**config.mk**
```make
export PLATFORM = sky130hd
export DESIGN_NAME = usw_core
export DESIGN_NICKNAME = d
export VERILOG_FILES = /design/src/usw_pkg.sv /design/src/usw_core.sv
export SDC_FILE = /design/constraint.sdc
export NUM_CORES = 1
export LEC_CHECK = 0
export BUFFER_PORTS_ARGS = -buffer_cell sky130_fd_sc_hd__clkbuf_2
export CORE_MARGIN = 2
export CORE_UTILIZATION = 57
export CTS_CLUSTER_DIAMETER = 50
export DETAILED_ROUTE_END_ITERATION = 7
export MAX_ROUTING_LAYER = met4
export PLACE_DENSITY = 0.79
export SYNTH_ARGS = -nofsm -noshare
export SYNTH_HDL_FRONTEND = slang
export SYNTH_SLANG_ARGS = --single-unit
```
**constraint.sdc**
```tcl
create_clock -name clk_i -period 3.2 [get_ports clk_i]
set_clock_uncertainty 0.15 [all_clocks]
set_input_delay 0.16 -clock clk_i [delete_from_list [all_inputs] [get_ports clk_i]]
set_output_delay 0.16 -clock clk_i [all_outputs]
set_load 0.02 [all_outputs]
```
**src/usw_pkg.sv**
```systemverilog
/*
  Shared constants and state types for the single-wire serial transceiver.
  Assumes a 32-bit classic Wishbone register bus with byte addresses.
*/
package usw_pkg;

  //////////////////////////////////////////////////////////////////////////
  // Register byte offsets
  localparam logic [7:0] OFF_CTRL1  = 8'h00;  // control_reg_one
  localparam logic [7:0] OFF_CTRL2  = 8'h04;  // control_reg_two
  localparam logic [7:0] OFF_CTRL3  = 8'h08;  // single_wire_control
  localparam logic [7:0] OFF_DATA   = 8'h0c;  // serial_data_buffer
  localparam logic [7:0] OFF_BAUD   = 8'h10;  // baud_divisor
  localparam logic [7:0] OFF_STATUS = 8'h14;  // status flags
  localparam logic [7:0] OFF_MODE   = 8'h18;  // serial_module_control

  //////////////////////////////////////////////////////////////////////////
  // Field positions
  localparam int C1_GE    = 7;  // global_enable
  localparam int C1_WLS   = 6;  // word_length_select
  localparam int C1_PEN   = 5;  // parity_enable
  localparam int C1_PTYPE = 4;  // parity_type, 1 = odd
  localparam int C1_STOPS = 3;  // stop_count_select
  localparam int C1_BRK   = 2;  // break_request
  localparam int C1_RX8   = 1;  // received ninth bit, read only
  localparam int C1_TX8   = 0;  // ninth bit to transmit
  localparam int C2_TXEN  = 7;  // transmitter_enable
  localparam int C2_RXEN  = 6;  // receiver_enable
  localparam int C2_SPEED = 5;  // speed_select
  localparam int C2_ADDEN = 4;  // address detect enable
  localparam int ST_PERR  = 7;  // parity_error_flag
  localparam int ST_NOISE = 6;  // noise_flag
  localparam int ST_FERR  = 5;  // framing_error_flag
  localparam int ST_OERR  = 4;  // overrun_flag
  localparam int ST_RIDLE = 3;  // receiver_idle_flag
  localparam int ST_RXAV  = 2;  // receive_available_flag
  localparam int ST_TIDLE = 1;  // transmitter_idle_flag
  localparam int ST_TEMPT = 0;  // transmit_empty_flag

  //////////////////////////////////////////////////////////////////////////
  // Reset values and masks
  localparam logic [7:0] CTRL_RST   = 8'h00;
  localparam logic [7:0] BAUD_RST   = 8'h00;
  localparam logic [7:0] STATUS_RST = 8'h0b;  // Both idles and empty set
  localparam logic [7:0] C1_WMASK   = 8'hfd;  // Received ninth bit not writable
  localparam logic [7:0] ST_DISMASK = 8'h0b;  // Flags forced high on disable

  //////////////////////////////////////////////////////////////////////////
  // Timing counts
  localparam logic [1:0] PRESCALE_LAST = 2'h3;  // Divide by 4 in low speed
  localparam logic [3:0] OVS_LAST      = 4'hf;  // 16 samples per bit
  localparam logic [3:0] SAMPLE_A      = 4'h7;  // Majority vote samples
  localparam logic [3:0] SAMPLE_B      = 4'h8;
  localparam logic [3:0] SAMPLE_C      = 4'h9;
  localparam logic [4:0] BREAK_BITS    = 5'h0e;  // Start plus 13 zeros

  // Receiver sequencing
  typedef enum logic [1:0] {RX_IDLE, RX_START, RX_DATA, RX_STOP} usw_rx_st_t;

  // Entire state of the core
  typedef struct packed {
    logic [7:0]  ctrl1;
    logic [7:0]  ctrl2;
    logic        swm;
    logic        mode;
    logic [7:0]  baud;
    logic [7:0]  status;
    logic [1:0]  pre;
    logic [7:0]  bcnt;
    logic        tick;
    logic [8:0]  tx_hold;
    logic        hold_full;
    logic [15:0] tx_shift;
    logic [4:0]  tx_cnt;
    logic [3:0]  tx_sub;
    logic        tx_busy;
    usw_rx_st_t  rx_st;
    logic [3:0]  rx_sub;
    logic [3:0]  rx_cnt;
    logic [8:0]  rx_shift;
    logic        s0;
    logic        s1;
    logic        rx_bit;
    logic        rx_nz;
    logic [7:0]  rx_data;
    logic        rx8;
    logic        ack;
    logic [7:0]  rdat;
    logic        txo;
    logic        txoe;
    logic        sho;
    logic        shoe;
  } usw_state_t;

endpackage : usw_pkg

```
**src/usw_core.sv**
```systemverilog
/*
  Asynchronous serial transceiver core with single-wire option, shared
  data buffer and 8-bit baud generator, behind a classic Wishbone slave.
  Assumes synchronous pin inputs, one clock and a pin mux outside that
  resolves output enables to wire levels.
*/
// Our own choices: the Wishbone interface to the registers and the placing of the registers.
// Summary of operation
// - Single-wire bit picks shared pin role
// - Both enables in single-wire: receive only
// - Single-wire register: bit zero only
// - One data register for both directions
// - Free-running 8-bit baud timer
// - Rate is clock over 64 or 16 times N+1
// - Divisor spans 0 to 255
// - NRZ frame: start, 8/9 data, stops
// - Even, odd or no parity
// - Reset format: 8 bits, no parity, one stop
// - LSB first, shared format and rate
// - Pins active only when fully enabled
// - Idle transmit line rests high
// - Global disable releases both pins
// - Global disable empties data buffer
// - Global disable clears and sets flags
// - Global disable clears both enables and break, keeps other control bits
// - Disable suspends, re-enable resumes configuration
// - Format bits select length, parity, stops
// - MSB marks address when detection on
// - Two stops transmit only; receiver checks one
// - Parity takes last data position
// - Transmitter disable aborts and floats pin
// - Receiver disable aborts; single-wire transmitter then drives shared pin
`timescale 1ns/1ps

module usw_core
  import usw_pkg::*;
#(
  parameter int ADDR_W = 8  // Wishbone byte address width
) (
  input  wire logic              clk_i,
  input  wire logic              rst_i,
  input  wire logic              wb_cyc_i,
  input  wire logic              wb_stb_i,
  input  wire logic              wb_we_i,
  input  wire logic [ADDR_W-1:0] wb_adr_i,
  input  wire logic [3:0]        wb_sel_i,
  input  wire logic [31:0]       wb_dat_i,
  output logic      [31:0]       wb_dat_o,
  output logic                   wb_ack_o,
  output logic                   serial_out_pin_o,
  output logic                   serial_out_pin_oe_o,
  input  wire logic              shared_serial_in_pin_i,
  output logic                   shared_serial_in_pin_o,
  output logic                   shared_serial_in_pin_oe_o
);

  ////////////////////////////////////////////////////////////////////////////
  // Parameter check

  // Offsets need five bits; decode zero-extends to eight
  if (ADDR_W < 5 || ADDR_W > 8) begin : g_bad_addr_w
    $error("usw_core: ADDR_W must be 5 to 8");
  end

  ////////////////////////////////////////////////////////////////////////////
  // State and combinational temporaries

  usw_state_t  q;         // Registered state
  usw_state_t  n;         // Next state
  logic [7:0]  adr8;      // Decoded byte address
  logic        req;       // New bus request this cycle
  logic        wr;        // Write with low lane enabled
  logic        rd;        // Read request
  logic [7:0]  rdv;       // Read value before registering
  logic        act_tx;    // Transmitter running
  logic        act_rx;    // Receiver running
  logic        pre_done;  // Prescaler period complete
  logic        par;       // Generated parity
  logic [8:0]  d9;        // Outgoing data word with parity
  logic [15:0] frame;     // Outgoing frame, bit 0 first
  logic        maj;       // Majority of three samples
  logic        nz;        // Samples disagreed
  logic [8:0]  dd;        // Received word aligned to bit 0
  logic        addr_bit;  // Received address marker
  logic        ntx;       // Transmitter active after this cycle
  logic        line;      // Transmit line level

  ////////////////////////////////////////////////////////////////////////////
  // Next-state logic

  always_comb begin
    n        = q;
    adr8     = 8'(wb_adr_i);
    req      = wb_cyc_i & wb_stb_i & ~q.ack;
    wr       = req & wb_we_i & wb_sel_i[0];
    rd       = req & ~wb_we_i;
    rdv      = 8'h00;
    par      = 1'b0;
    d9       = 9'h000;
    frame    = 16'hffff;
    maj      = 1'b1;
    nz       = 1'b0;
    dd       = 9'h000;
    addr_bit = 1'b0;
    pre_done = 1'b0;
    act_tx   = q.ctrl1[C1_GE] & q.mode & q.ctrl2[C2_TXEN];
    act_rx   = q.ctrl1[C1_GE] & q.mode & q.ctrl2[C2_RXEN];

    // Bus answer: one cycle after request, then dropped
    n.ack = req;

    // Read mux; unmapped offsets read zero
    unique case (adr8)
      OFF_CTRL1:  rdv = {q.ctrl1[7:2], q.rx8, q.ctrl1[C1_TX8]};
      OFF_CTRL2:  rdv = q.ctrl2;
      OFF_CTRL3:  rdv = {7'h00, q.swm};
      OFF_DATA:   rdv = q.rx_data;
      OFF_BAUD:   rdv = q.baud;
      OFF_STATUS: rdv = q.status;
      OFF_MODE:   rdv = {7'h00, q.mode};
      default:    rdv = 8'h00;
    endcase
    n.rdat = rd ? rdv : 8'h00;

    // Register writes; status is read only
    if (wr) begin
      unique case (adr8)
        OFF_CTRL1:  n.ctrl1 = (wb_dat_i[7:0] & C1_WMASK) | (q.ctrl1 & ~C1_WMASK);
        OFF_CTRL2:  n.ctrl2 = wb_dat_i[7:0];
        OFF_CTRL3:  n.swm = wb_dat_i[0];
        OFF_BAUD:   n.baud = wb_dat_i[7:0];
        OFF_MODE:   n.mode = wb_dat_i[0];
        OFF_DATA: begin
          // Writes supply transmit byte; inhibited while full
          if (!q.hold_full) begin
            n.tx_hold           = {q.ctrl1[C1_TX8], wb_dat_i[7:0]};
            n.hold_full         = 1'b1;
            n.status[ST_TEMPT]  = 1'b0;
            n.status[ST_TIDLE]  = 1'b0;
          end
        end
        default: begin
        end
      endcase
    end

    // Data read consumes byte and its error flags
    if (rd && adr8 == OFF_DATA) begin
      n.status[ST_RXAV]  = 1'b0;
      n.status[ST_OERR]  = 1'b0;
      n.status[ST_FERR]  = 1'b0;
      n.status[ST_PERR]  = 1'b0;
      n.status[ST_NOISE] = 1'b0;
    end

    //////////////////////////////////////////////////////////////////////////
    // Baud generator: 16 ticks per bit

    // Fixed divide by four in low speed
    n.pre    = q.pre + 2'h1;
    pre_done = q.ctrl2[C2_SPEED] | (q.pre == PRESCALE_LAST);
    n.tick   = 1'b0;
    if (pre_done) begin
      if (q.bcnt == 8'h00) begin
        n.bcnt = q.baud;
        n.tick = 1'b1;
      end else begin
        n.bcnt = q.bcnt - 8'h01;
      end
    end

    //////////////////////////////////////////////////////////////////////////
    // Transmitter

    d9 = {q.ctrl1[C1_WLS] & q.tx_hold[8], q.tx_hold[7:0]};
    par = ^(d9 & (q.ctrl1[C1_WLS] ? 9'h0ff : 9'h07f)) ^ q.ctrl1[C1_PTYPE];
    if (q.ctrl1[C1_PEN]) begin
      if (q.ctrl1[C1_WLS]) begin
        d9[8] = par;
      end else begin
        d9[7] = par;
      end
    end
    frame[0]   = 1'b0;
    frame[8:1] = d9[7:0];
    frame[9]   = q.ctrl1[C1_WLS] ? d9[8] : 1'b1;

    if (!act_tx) begin
      n.tx_busy = 1'b0;
      n.tx_sub  = 4'h0;
      if (!q.ctrl2[C2_TXEN]) begin
        n.hold_full = 1'b0;
      end
    end else if (q.tx_busy) begin
      if (q.tick) begin
        n.tx_sub = q.tx_sub + 4'h1;
        if (q.tx_sub == OVS_LAST) begin
          n.tx_shift = {1'b1, q.tx_shift[15:1]};
          n.tx_cnt   = q.tx_cnt - 5'h01;
          if (q.tx_cnt == 5'h01) begin
            n.tx_busy          = 1'b0;
            n.status[ST_TIDLE] = 1'b1;
          end
        end
      end
    end else if (q.ctrl1[C1_BRK]) begin
      // Break: start plus thirteen zeros, then stops
      n.tx_shift = {2'b11, 14'h0000};
      n.tx_cnt   = BREAK_BITS + (q.ctrl1[C1_STOPS] ? 5'h02 : 5'h01);
      n.tx_sub   = 4'h0;
      n.tx_busy  = 1'b1;
    end else if (q.hold_full) begin
      n.tx_shift         = frame;
      n.tx_cnt           = (q.ctrl1[C1_WLS] ? 5'h0a : 5'h09)
                         + (q.ctrl1[C1_STOPS] ? 5'h02 : 5'h01);
      n.tx_sub           = 4'h0;
      n.tx_busy          = 1'b1;
      n.hold_full        = 1'b0;
      n.status[ST_TEMPT] = 1'b1;
    end

    //////////////////////////////////////////////////////////////////////////
    // Receiver

    // Three-sample vote around bit centre
    maj = (q.s0 & q.s1) | (q.s0 & shared_serial_in_pin_i)
        | (q.s1 & shared_serial_in_pin_i);
    nz  = (q.s0 != q.s1) | (q.s1 != shared_serial_in_pin_i);
    // Align 8-bit words to bit 0
    dd  = q.ctrl1[C1_WLS] ? q.rx_shift : {1'b0, q.rx_shift[8:1]};
    addr_bit = q.ctrl1[C1_WLS] ? dd[8] : dd[7];

    if (!act_rx) begin
      n.rx_st  = RX_IDLE;
      n.rx_sub = 4'h0;
    end else begin
      unique case (q.rx_st)
        RX_IDLE: begin
          if (!shared_serial_in_pin_i) begin
            n.rx_st  = RX_START;
            n.rx_sub = 4'h0;
            n.rx_nz  = 1'b0;
          end
        end
        default: begin
          if (q.tick) begin
            n.rx_sub = q.rx_sub + 4'h1;
            if (q.rx_sub == SAMPLE_A) begin
              n.s0 = shared_serial_in_pin_i;
            end
            if (q.rx_sub == SAMPLE_B) begin
              n.s1 = shared_serial_in_pin_i;
            end
            if (q.rx_sub == SAMPLE_C) begin
              n.rx_bit = maj;
              n.rx_nz  = q.rx_nz | nz;
            end
            // Single stop checked at its centre
            if (q.rx_st == RX_STOP && q.rx_sub == SAMPLE_C) begin
              n.rx_st = RX_IDLE;
              if (!(q.ctrl2[C2_ADDEN] && !addr_bit)) begin
                if (q.status[ST_RXAV] && !(rd && adr8 == OFF_DATA)) begin
                  n.status[ST_OERR] = 1'b1;
                end else begin
                  n.rx_data          = dd[7:0];
                  n.rx8              = dd[8];
                  n.status[ST_RXAV]  = 1'b1;
                  n.status[ST_FERR]  = n.status[ST_FERR] | ~maj;
                  n.status[ST_PERR]  = n.status[ST_PERR]
                                     | (q.ctrl1[C1_PEN] & (^dd ^ q.ctrl1[C1_PTYPE]));
                  n.status[ST_NOISE] = n.status[ST_NOISE] | q.rx_nz | nz;
                end
              end
            end else if (q.rx_sub == OVS_LAST) begin
              if (q.rx_st == RX_START) begin
                // False start returns to idle
                n.rx_st  = q.rx_bit ? RX_IDLE : RX_DATA;
                n.rx_cnt = 4'h0;
              end else if (q.rx_st == RX_DATA) begin
                n.rx_shift = {q.rx_bit, q.rx_shift[8:1]};
                n.rx_cnt   = q.rx_cnt + 4'h1;
                if (q.rx_cnt == (q.ctrl1[C1_WLS] ? 4'h8 : 4'h7)) begin
                  n.rx_st = RX_STOP;
                end
              end
            end
          end
        end
      endcase
    end
    n.status[ST_RIDLE] = (n.rx_st == RX_IDLE);

    //////////////////////////////////////////////////////////////////////////
    // Global disable

    if (!q.ctrl1[C1_GE]) begin
      n.ctrl2[C2_TXEN] = 1'b0;
      n.ctrl2[C2_RXEN] = 1'b0;
      n.ctrl1[C1_BRK]  = 1'b0;
      n.status         = ST_DISMASK;
      n.hold_full      = 1'b0;
    end

    //////////////////////////////////////////////////////////////////////////
    // Pin drive

    ntx  = n.ctrl1[C1_GE] & n.mode & n.ctrl2[C2_TXEN];
    line = n.tx_busy ? n.tx_shift[0] : 1'b1;
    n.txo = line;
    n.sho = line;
    n.txoe = ntx & ~n.swm;
    // Both enables: shared pin not driven
    n.shoe = ntx & n.swm & ~n.ctrl2[C2_RXEN];
  end

  ////////////////////////////////////////////////////////////////////////////
  // State register

  always_ff @(posedge clk_i) begin
    if (rst_i) begin
      q        <= '0;
      q.ctrl1  <= CTRL_RST;
      q.ctrl2  <= CTRL_RST;
      q.baud   <= BAUD_RST;
      q.status <= STATUS_RST;
      q.rx_st  <= RX_IDLE;
      q.s0     <= 1'b1;
      q.s1     <= 1'b1;
      q.rx_bit <= 1'b1;
      q.txo    <= 1'b1;
      q.sho    <= 1'b1;
    end else begin
      q <= n;
    end
  end

  ////////////////////////////////////////////////////////////////////////////
  // Outputs straight from state

  assign wb_dat_o                  = {24'h000000, q.rdat};
  assign wb_ack_o                  = q.ack;
  assign serial_out_pin_o          = q.txo;
  assign serial_out_pin_oe_o       = q.txoe;
  assign shared_serial_in_pin_o    = q.sho;
  assign shared_serial_in_pin_oe_o = q.shoe;

endmodule : usw_core

```
After elaboration in Yosys (flattened, before gate mapping). Cells that the tools add are included.

RAM bits: 0. Bits in latches: 0. Memories kept: 0. Flip-flop bits (word level): 125. Memory bits (read-only): 0.

Multipliers: 0. Eq/ne operators: 22. Order comparisons: 0. Add/sub/neg operators: 8. Shifts and indexed selects: 0. Divide/modulo/power cells: 0. Reduce and logical (&&, ||, !) cells: 36. Mux-type cells: 84. Bitwise gates (word level): 48.

Operators by type and width (number): 2-to-1 mux 26 bit (4); case mux 8 bit (7 select lines) (1); 2-to-1 mux 9 bit (5); 2-to-1 mux 8 bit (5); 2-to-1 mux 13 bit (3); 2-to-1 mux 1 bit (35); 2-to-1 mux 32 bit (1); 2-to-1 mux 4 bit (8); 2-to-1 mux 2 bit (15); 2-to-1 mux 27 bit (1); == test 8 x 5 -> 1 bit, second input constant (3); 2-to-1 mux 6 bit (4); 2-to-1 mux 21 bit (1); AND reduction 4 bit (5); AND 1 bit (18); XOR reduction 9 bit (2); NOT 1 bit (17); == test 4 bit, second input constant (4); == test 8 x 4 -> 1 bit, second input constant (2); logical NOT 8 bit (2); adder 4 x 1 -> 4 bit, second input constant (3); AND reduction 6 bit (2); OR reduction 2 bit (6); AND reduction 2 bit (5); other kinds (26) (46).

Longest topological paths before layout.
Depth in word-level cells: 13. Depth in mapped cells: 9. Gate-level depth less buffers: 8.

Worst setup path before layout. No wires, ideal clock.

Path kind: flip-flop to flip-flop. Start: reg q[43] (netlist name). End: reg q[14] (netlist name). Setup slack: 0.906 ns. Buffers on the path: 1. Data arrival time: 2.055 ns. Library setup time: 0.088 ns. Stages on the path, launching flop included: 10. Cells stage by stage: dfxtp_1 > inv_1 > ha_1 > nand2b_1 > nor3b_1 > nand2_1 > a21oi_2 > buf_6 > nor2_1 > a311oi_2.

Longest elaborated chain between the ends: 3. Elaborated cells between the ends (all ways): 5. Those cells by class: 1 x eq/ne; 1 x bitwise; 3 x reduce/logical.

Ends and longest elaborated chain: from (decl) (line usw_core.sv:68) `usw_state_t q;`; from (signal assigned) (line usw_core.sv:333) `q <= n;`; == test 2 bit / logical NOT 2 bit (equally long branches) (line usw_core.sv:259, usw_core.sv:237); logical AND 1 bit / NOT 1 bit (equally long branches); AND reduction 6 bit (no line) *.

Every way passes the cells marked *; elsewhere a longest branch is shown, timed or not. A chain may end at the register's enable or synchronous reset.

Worst setup path in the final report. Same ends and word-level chain as after synthesis.

==> flow_summary_export.csv <==
group,metric,value,unit
timing,fmax,371,MHz
synthesis,synth_ff_type,"dfxtp_1",
place,place_area,0.00634,mm²
clock_tree,cts_root_buffer,"clkbuf_8",
global_route,track_usage,0.264,
layout,final_layout_size_suffix_gt1_frac,0.134,
layout,final_nets,819,
synthesis,async_flop_share,0,
detailed_routing,drt_iter0_drc,427,
floorplanning,fp.dieArea,0.0117,mm²
floorplanning,start_util,0.578,
floorplanning,coreArea,0.0107,mm²
clock_tree,clockBufferDepth,2,
place,io_buffers,35,
timing,max_slew_margin,0.451,
clock_tree,cts.htree.levels,4,
timing,finalCritPeriodShare,0.842,
synthesis,syn-cell-area,0.00621,mm²
clock_tree,post_cts_resize_count,0,
timing,finalSetupViolCount,0,
clock_tree,clock_latency,0.53,ns
clock_tree,cts_made_buffers,17,
synthesis,ys_ff_latch,124,
critical_path,worstSetupPathType,"flop to flop",
power_and_ir_drop,clkPwrFrac,0.533,
floorplanning,die_h,108,µm
floorplanning,die_w,108,µm
layout,syn_to_final_growth,14.3,%
detailed_routing,antenna_left,0,
critical_path,cp_max_fo,10,
layout,layout_commonest_cell,"dfxtp_1",
timing,maxSlewViolCount,0,
global_route,grt_pass1_wl,23400,µm
global_route,gr-total-overflow,0,
timing,hold_viol_final,0,
timing,post-route-min-period,2.70,ns
timing,tightest_slew,0.819,ns
detailed_routing,drc,0,
place,gp_congestion,0.956,
power_and_ir_drop,combinationalPowerShare,0.043,
clock_tree,cts_tree,"built",
power_and_ir_drop,totalPowerFinal,3.66,mW
min_path,hold_path.class,"primary input to flop",
timing,setup_ws,0.505,ns
detailed_routing,routedWlPerCell,16.0,µm
critical_path,cp-start-kind,"flop",
layout,final_cell_mix,"dfxtp_1 (124), nor2_1 (122), mux2i_1 (54)",
power_and_ir_drop,p_per_area,516,mW/mm²
synthesis,synth_edf_count,0,
flow_run,cap_violations,0,
synthesis,synth_cell_types,68,
floorplanning,std_cell_rows,38,
place,post-place-ws,0.553,ns
power_and_ir_drop,power.share.sequential,0.424,
place,place_hpwl,9960,µm
clock_tree,post-cts-setup-buffers,0,
layout,final_area,0.00710,mm²
power_and_ir_drop,leakage,2.62,nW
detailed_routing,routed_via_density,5.88,
detailed_routing,num_vias,5309,
critical_path,arrival,3.00,ns
timing,timing.hold.ws,0.0383,ns
timing,fin_tns_setup,0,ns
synthesis,avgSynthCellArea,8.68,µm²
detailed_routing,first_pass_iters,7,
global_route,grt_start_max_net_pins,41,
timing,rsz0062_at_grt,"no",
detailed_routing,postRouteWirelength,14400,µm
critical_path,cp.required,3.50,ns
clock_tree,cts.sinks,124,
layout,antenna_cells,0,
synthesis,synthCells,715,
critical_path,crit_path_end_kind,"flop",
clock_tree,clk_pin_slew,0.06,ns
synthesis,ys_seq_area_frac,0.400,
synthesis,yosys_warnings,0,
power_and_ir_drop,peakVddDrop,0.319,mV
global_route,antenna_found_initial,0,
global_route,grt_pass1_vias,4834,
floorplanning,io-pin-count,87,
outcome,outcome,"finished clean",
power_and_ir_drop,intPower,2.83,mW
power_and_ir_drop,p_sw_frac,0.227,
power_and_ir_drop,switching_power,0.830,mW
Yosys cell counts, drive strengths merged, types with 12 or more instances:
cell,instances,share of area
a211oi,15,0.024
a21oi,53,0.043
buf,41,0.048
clkbuf,29,0.018
dfxtp,124,0.40
ha,19,0.038
inv,15,0.0091
mux2i,54,0.087
nand2,47,0.029
nand2b,12,0.012
nand3,13,0.010
nor2,122,0.074
nor3,30,0.025
o21ai,16,0.013
xnor2,15,0.021
critical path, stage by stage, from the launching register on:
cell and delay [ns]:
dfxtp_1 0.41, inv_1 0.12, ha_1 0.30, nand2b_1 0.27, nor3b_1 0.47, nand2_1 0.22
a21oi_2 0.18, buf_4 0.20, nor2_1 0.06, a311oi_2 0.21
final cells by class:
cell class / instances / area (µm²)
Clock inverter: 13 / 164
Sequential cell: 124 / 2480
Clock buffer: 19 / 442
Multi-Input combinational cell: 529 / 3360
Inverter: 15 / 56.3
Timing Repair Buffer: 63 / 423
Tap cell: 140 / 175
Fill cell: 829 / 3650
power by group through the flow:
stage | combinational [mW] | sequential (mW) | clock, mW
after floorplan | 0.121 | 1.59 | 0
after global placement | 0.138 | 1.59 | 0
after CTS | 0.155 | 1.55 | 1.97
after global routing | 0.171 | 1.55 | 2.03
after detailed placement | 0.141 | 1.59 | 0
final | 0.157 | 1.55 | 1.95
flip-flops by register name, summed over array words and instances, names as in the netlist:
register / flops
serial_out_pin_oe_o: 1
wb_ack_o: 1
wb_dat_o: 8
d9: 7
q: 105
shared_serial_in_pin_o: 1
shared_serial_in_pin_oe_o: 1
final timing paths:
path                            depth (start not counted)          end   startpoint  slack [ns]
worst max-delay path                                    9        q[14]        q[43]        0.50
worst min-delay path                                    4  wb_dat_o[5]  wb_adr_i[6]        0.04
worst max register to register                          9        q[14]        q[43]        0.50
worst min register to register                          1        q[90]        q[90]        0.28
per-layer routing:
metal / vias to the layer above / routed length, µm / GRT usage
met5: - / 0 / -
met4: 0 / 340 / 0.118
met3: 35 / 919 / 0.0585
met2: 216 / 6790 / 0.411
met1: 2508 / 6360 / 0.330
li1: 2550 / - / -
kinds of logic (layout without fill, tap and decap cells):
kind of cell,count (synthesis),in the layout,share of synthesized area
simple gates,274,274,0.213
compound gates,138,138,0.153
flops,124,124,0.400
buf+inv,85,110,0.0748
mux,58,58,0.0961
fa+ha+maj,19,19,0.0383
xor+xnor,16,16,0.0248
other cells,1,24,0.000604
per-stage QoR:
step	std cells	util
after global routing	903	0.661
final	903	0.661
after detailed placement	856	0.590
after global placement	856	0.590
after floorplan	738	-
after CTS	903	0.661
what timing repair did:
action | in CTS | in global routing
endpoints found under the hold margin | 55 | 0
hold buffers | 15 | 0
endpoints found under the setup margin | 0 | 0
Power figures use the tool's default switching activity.
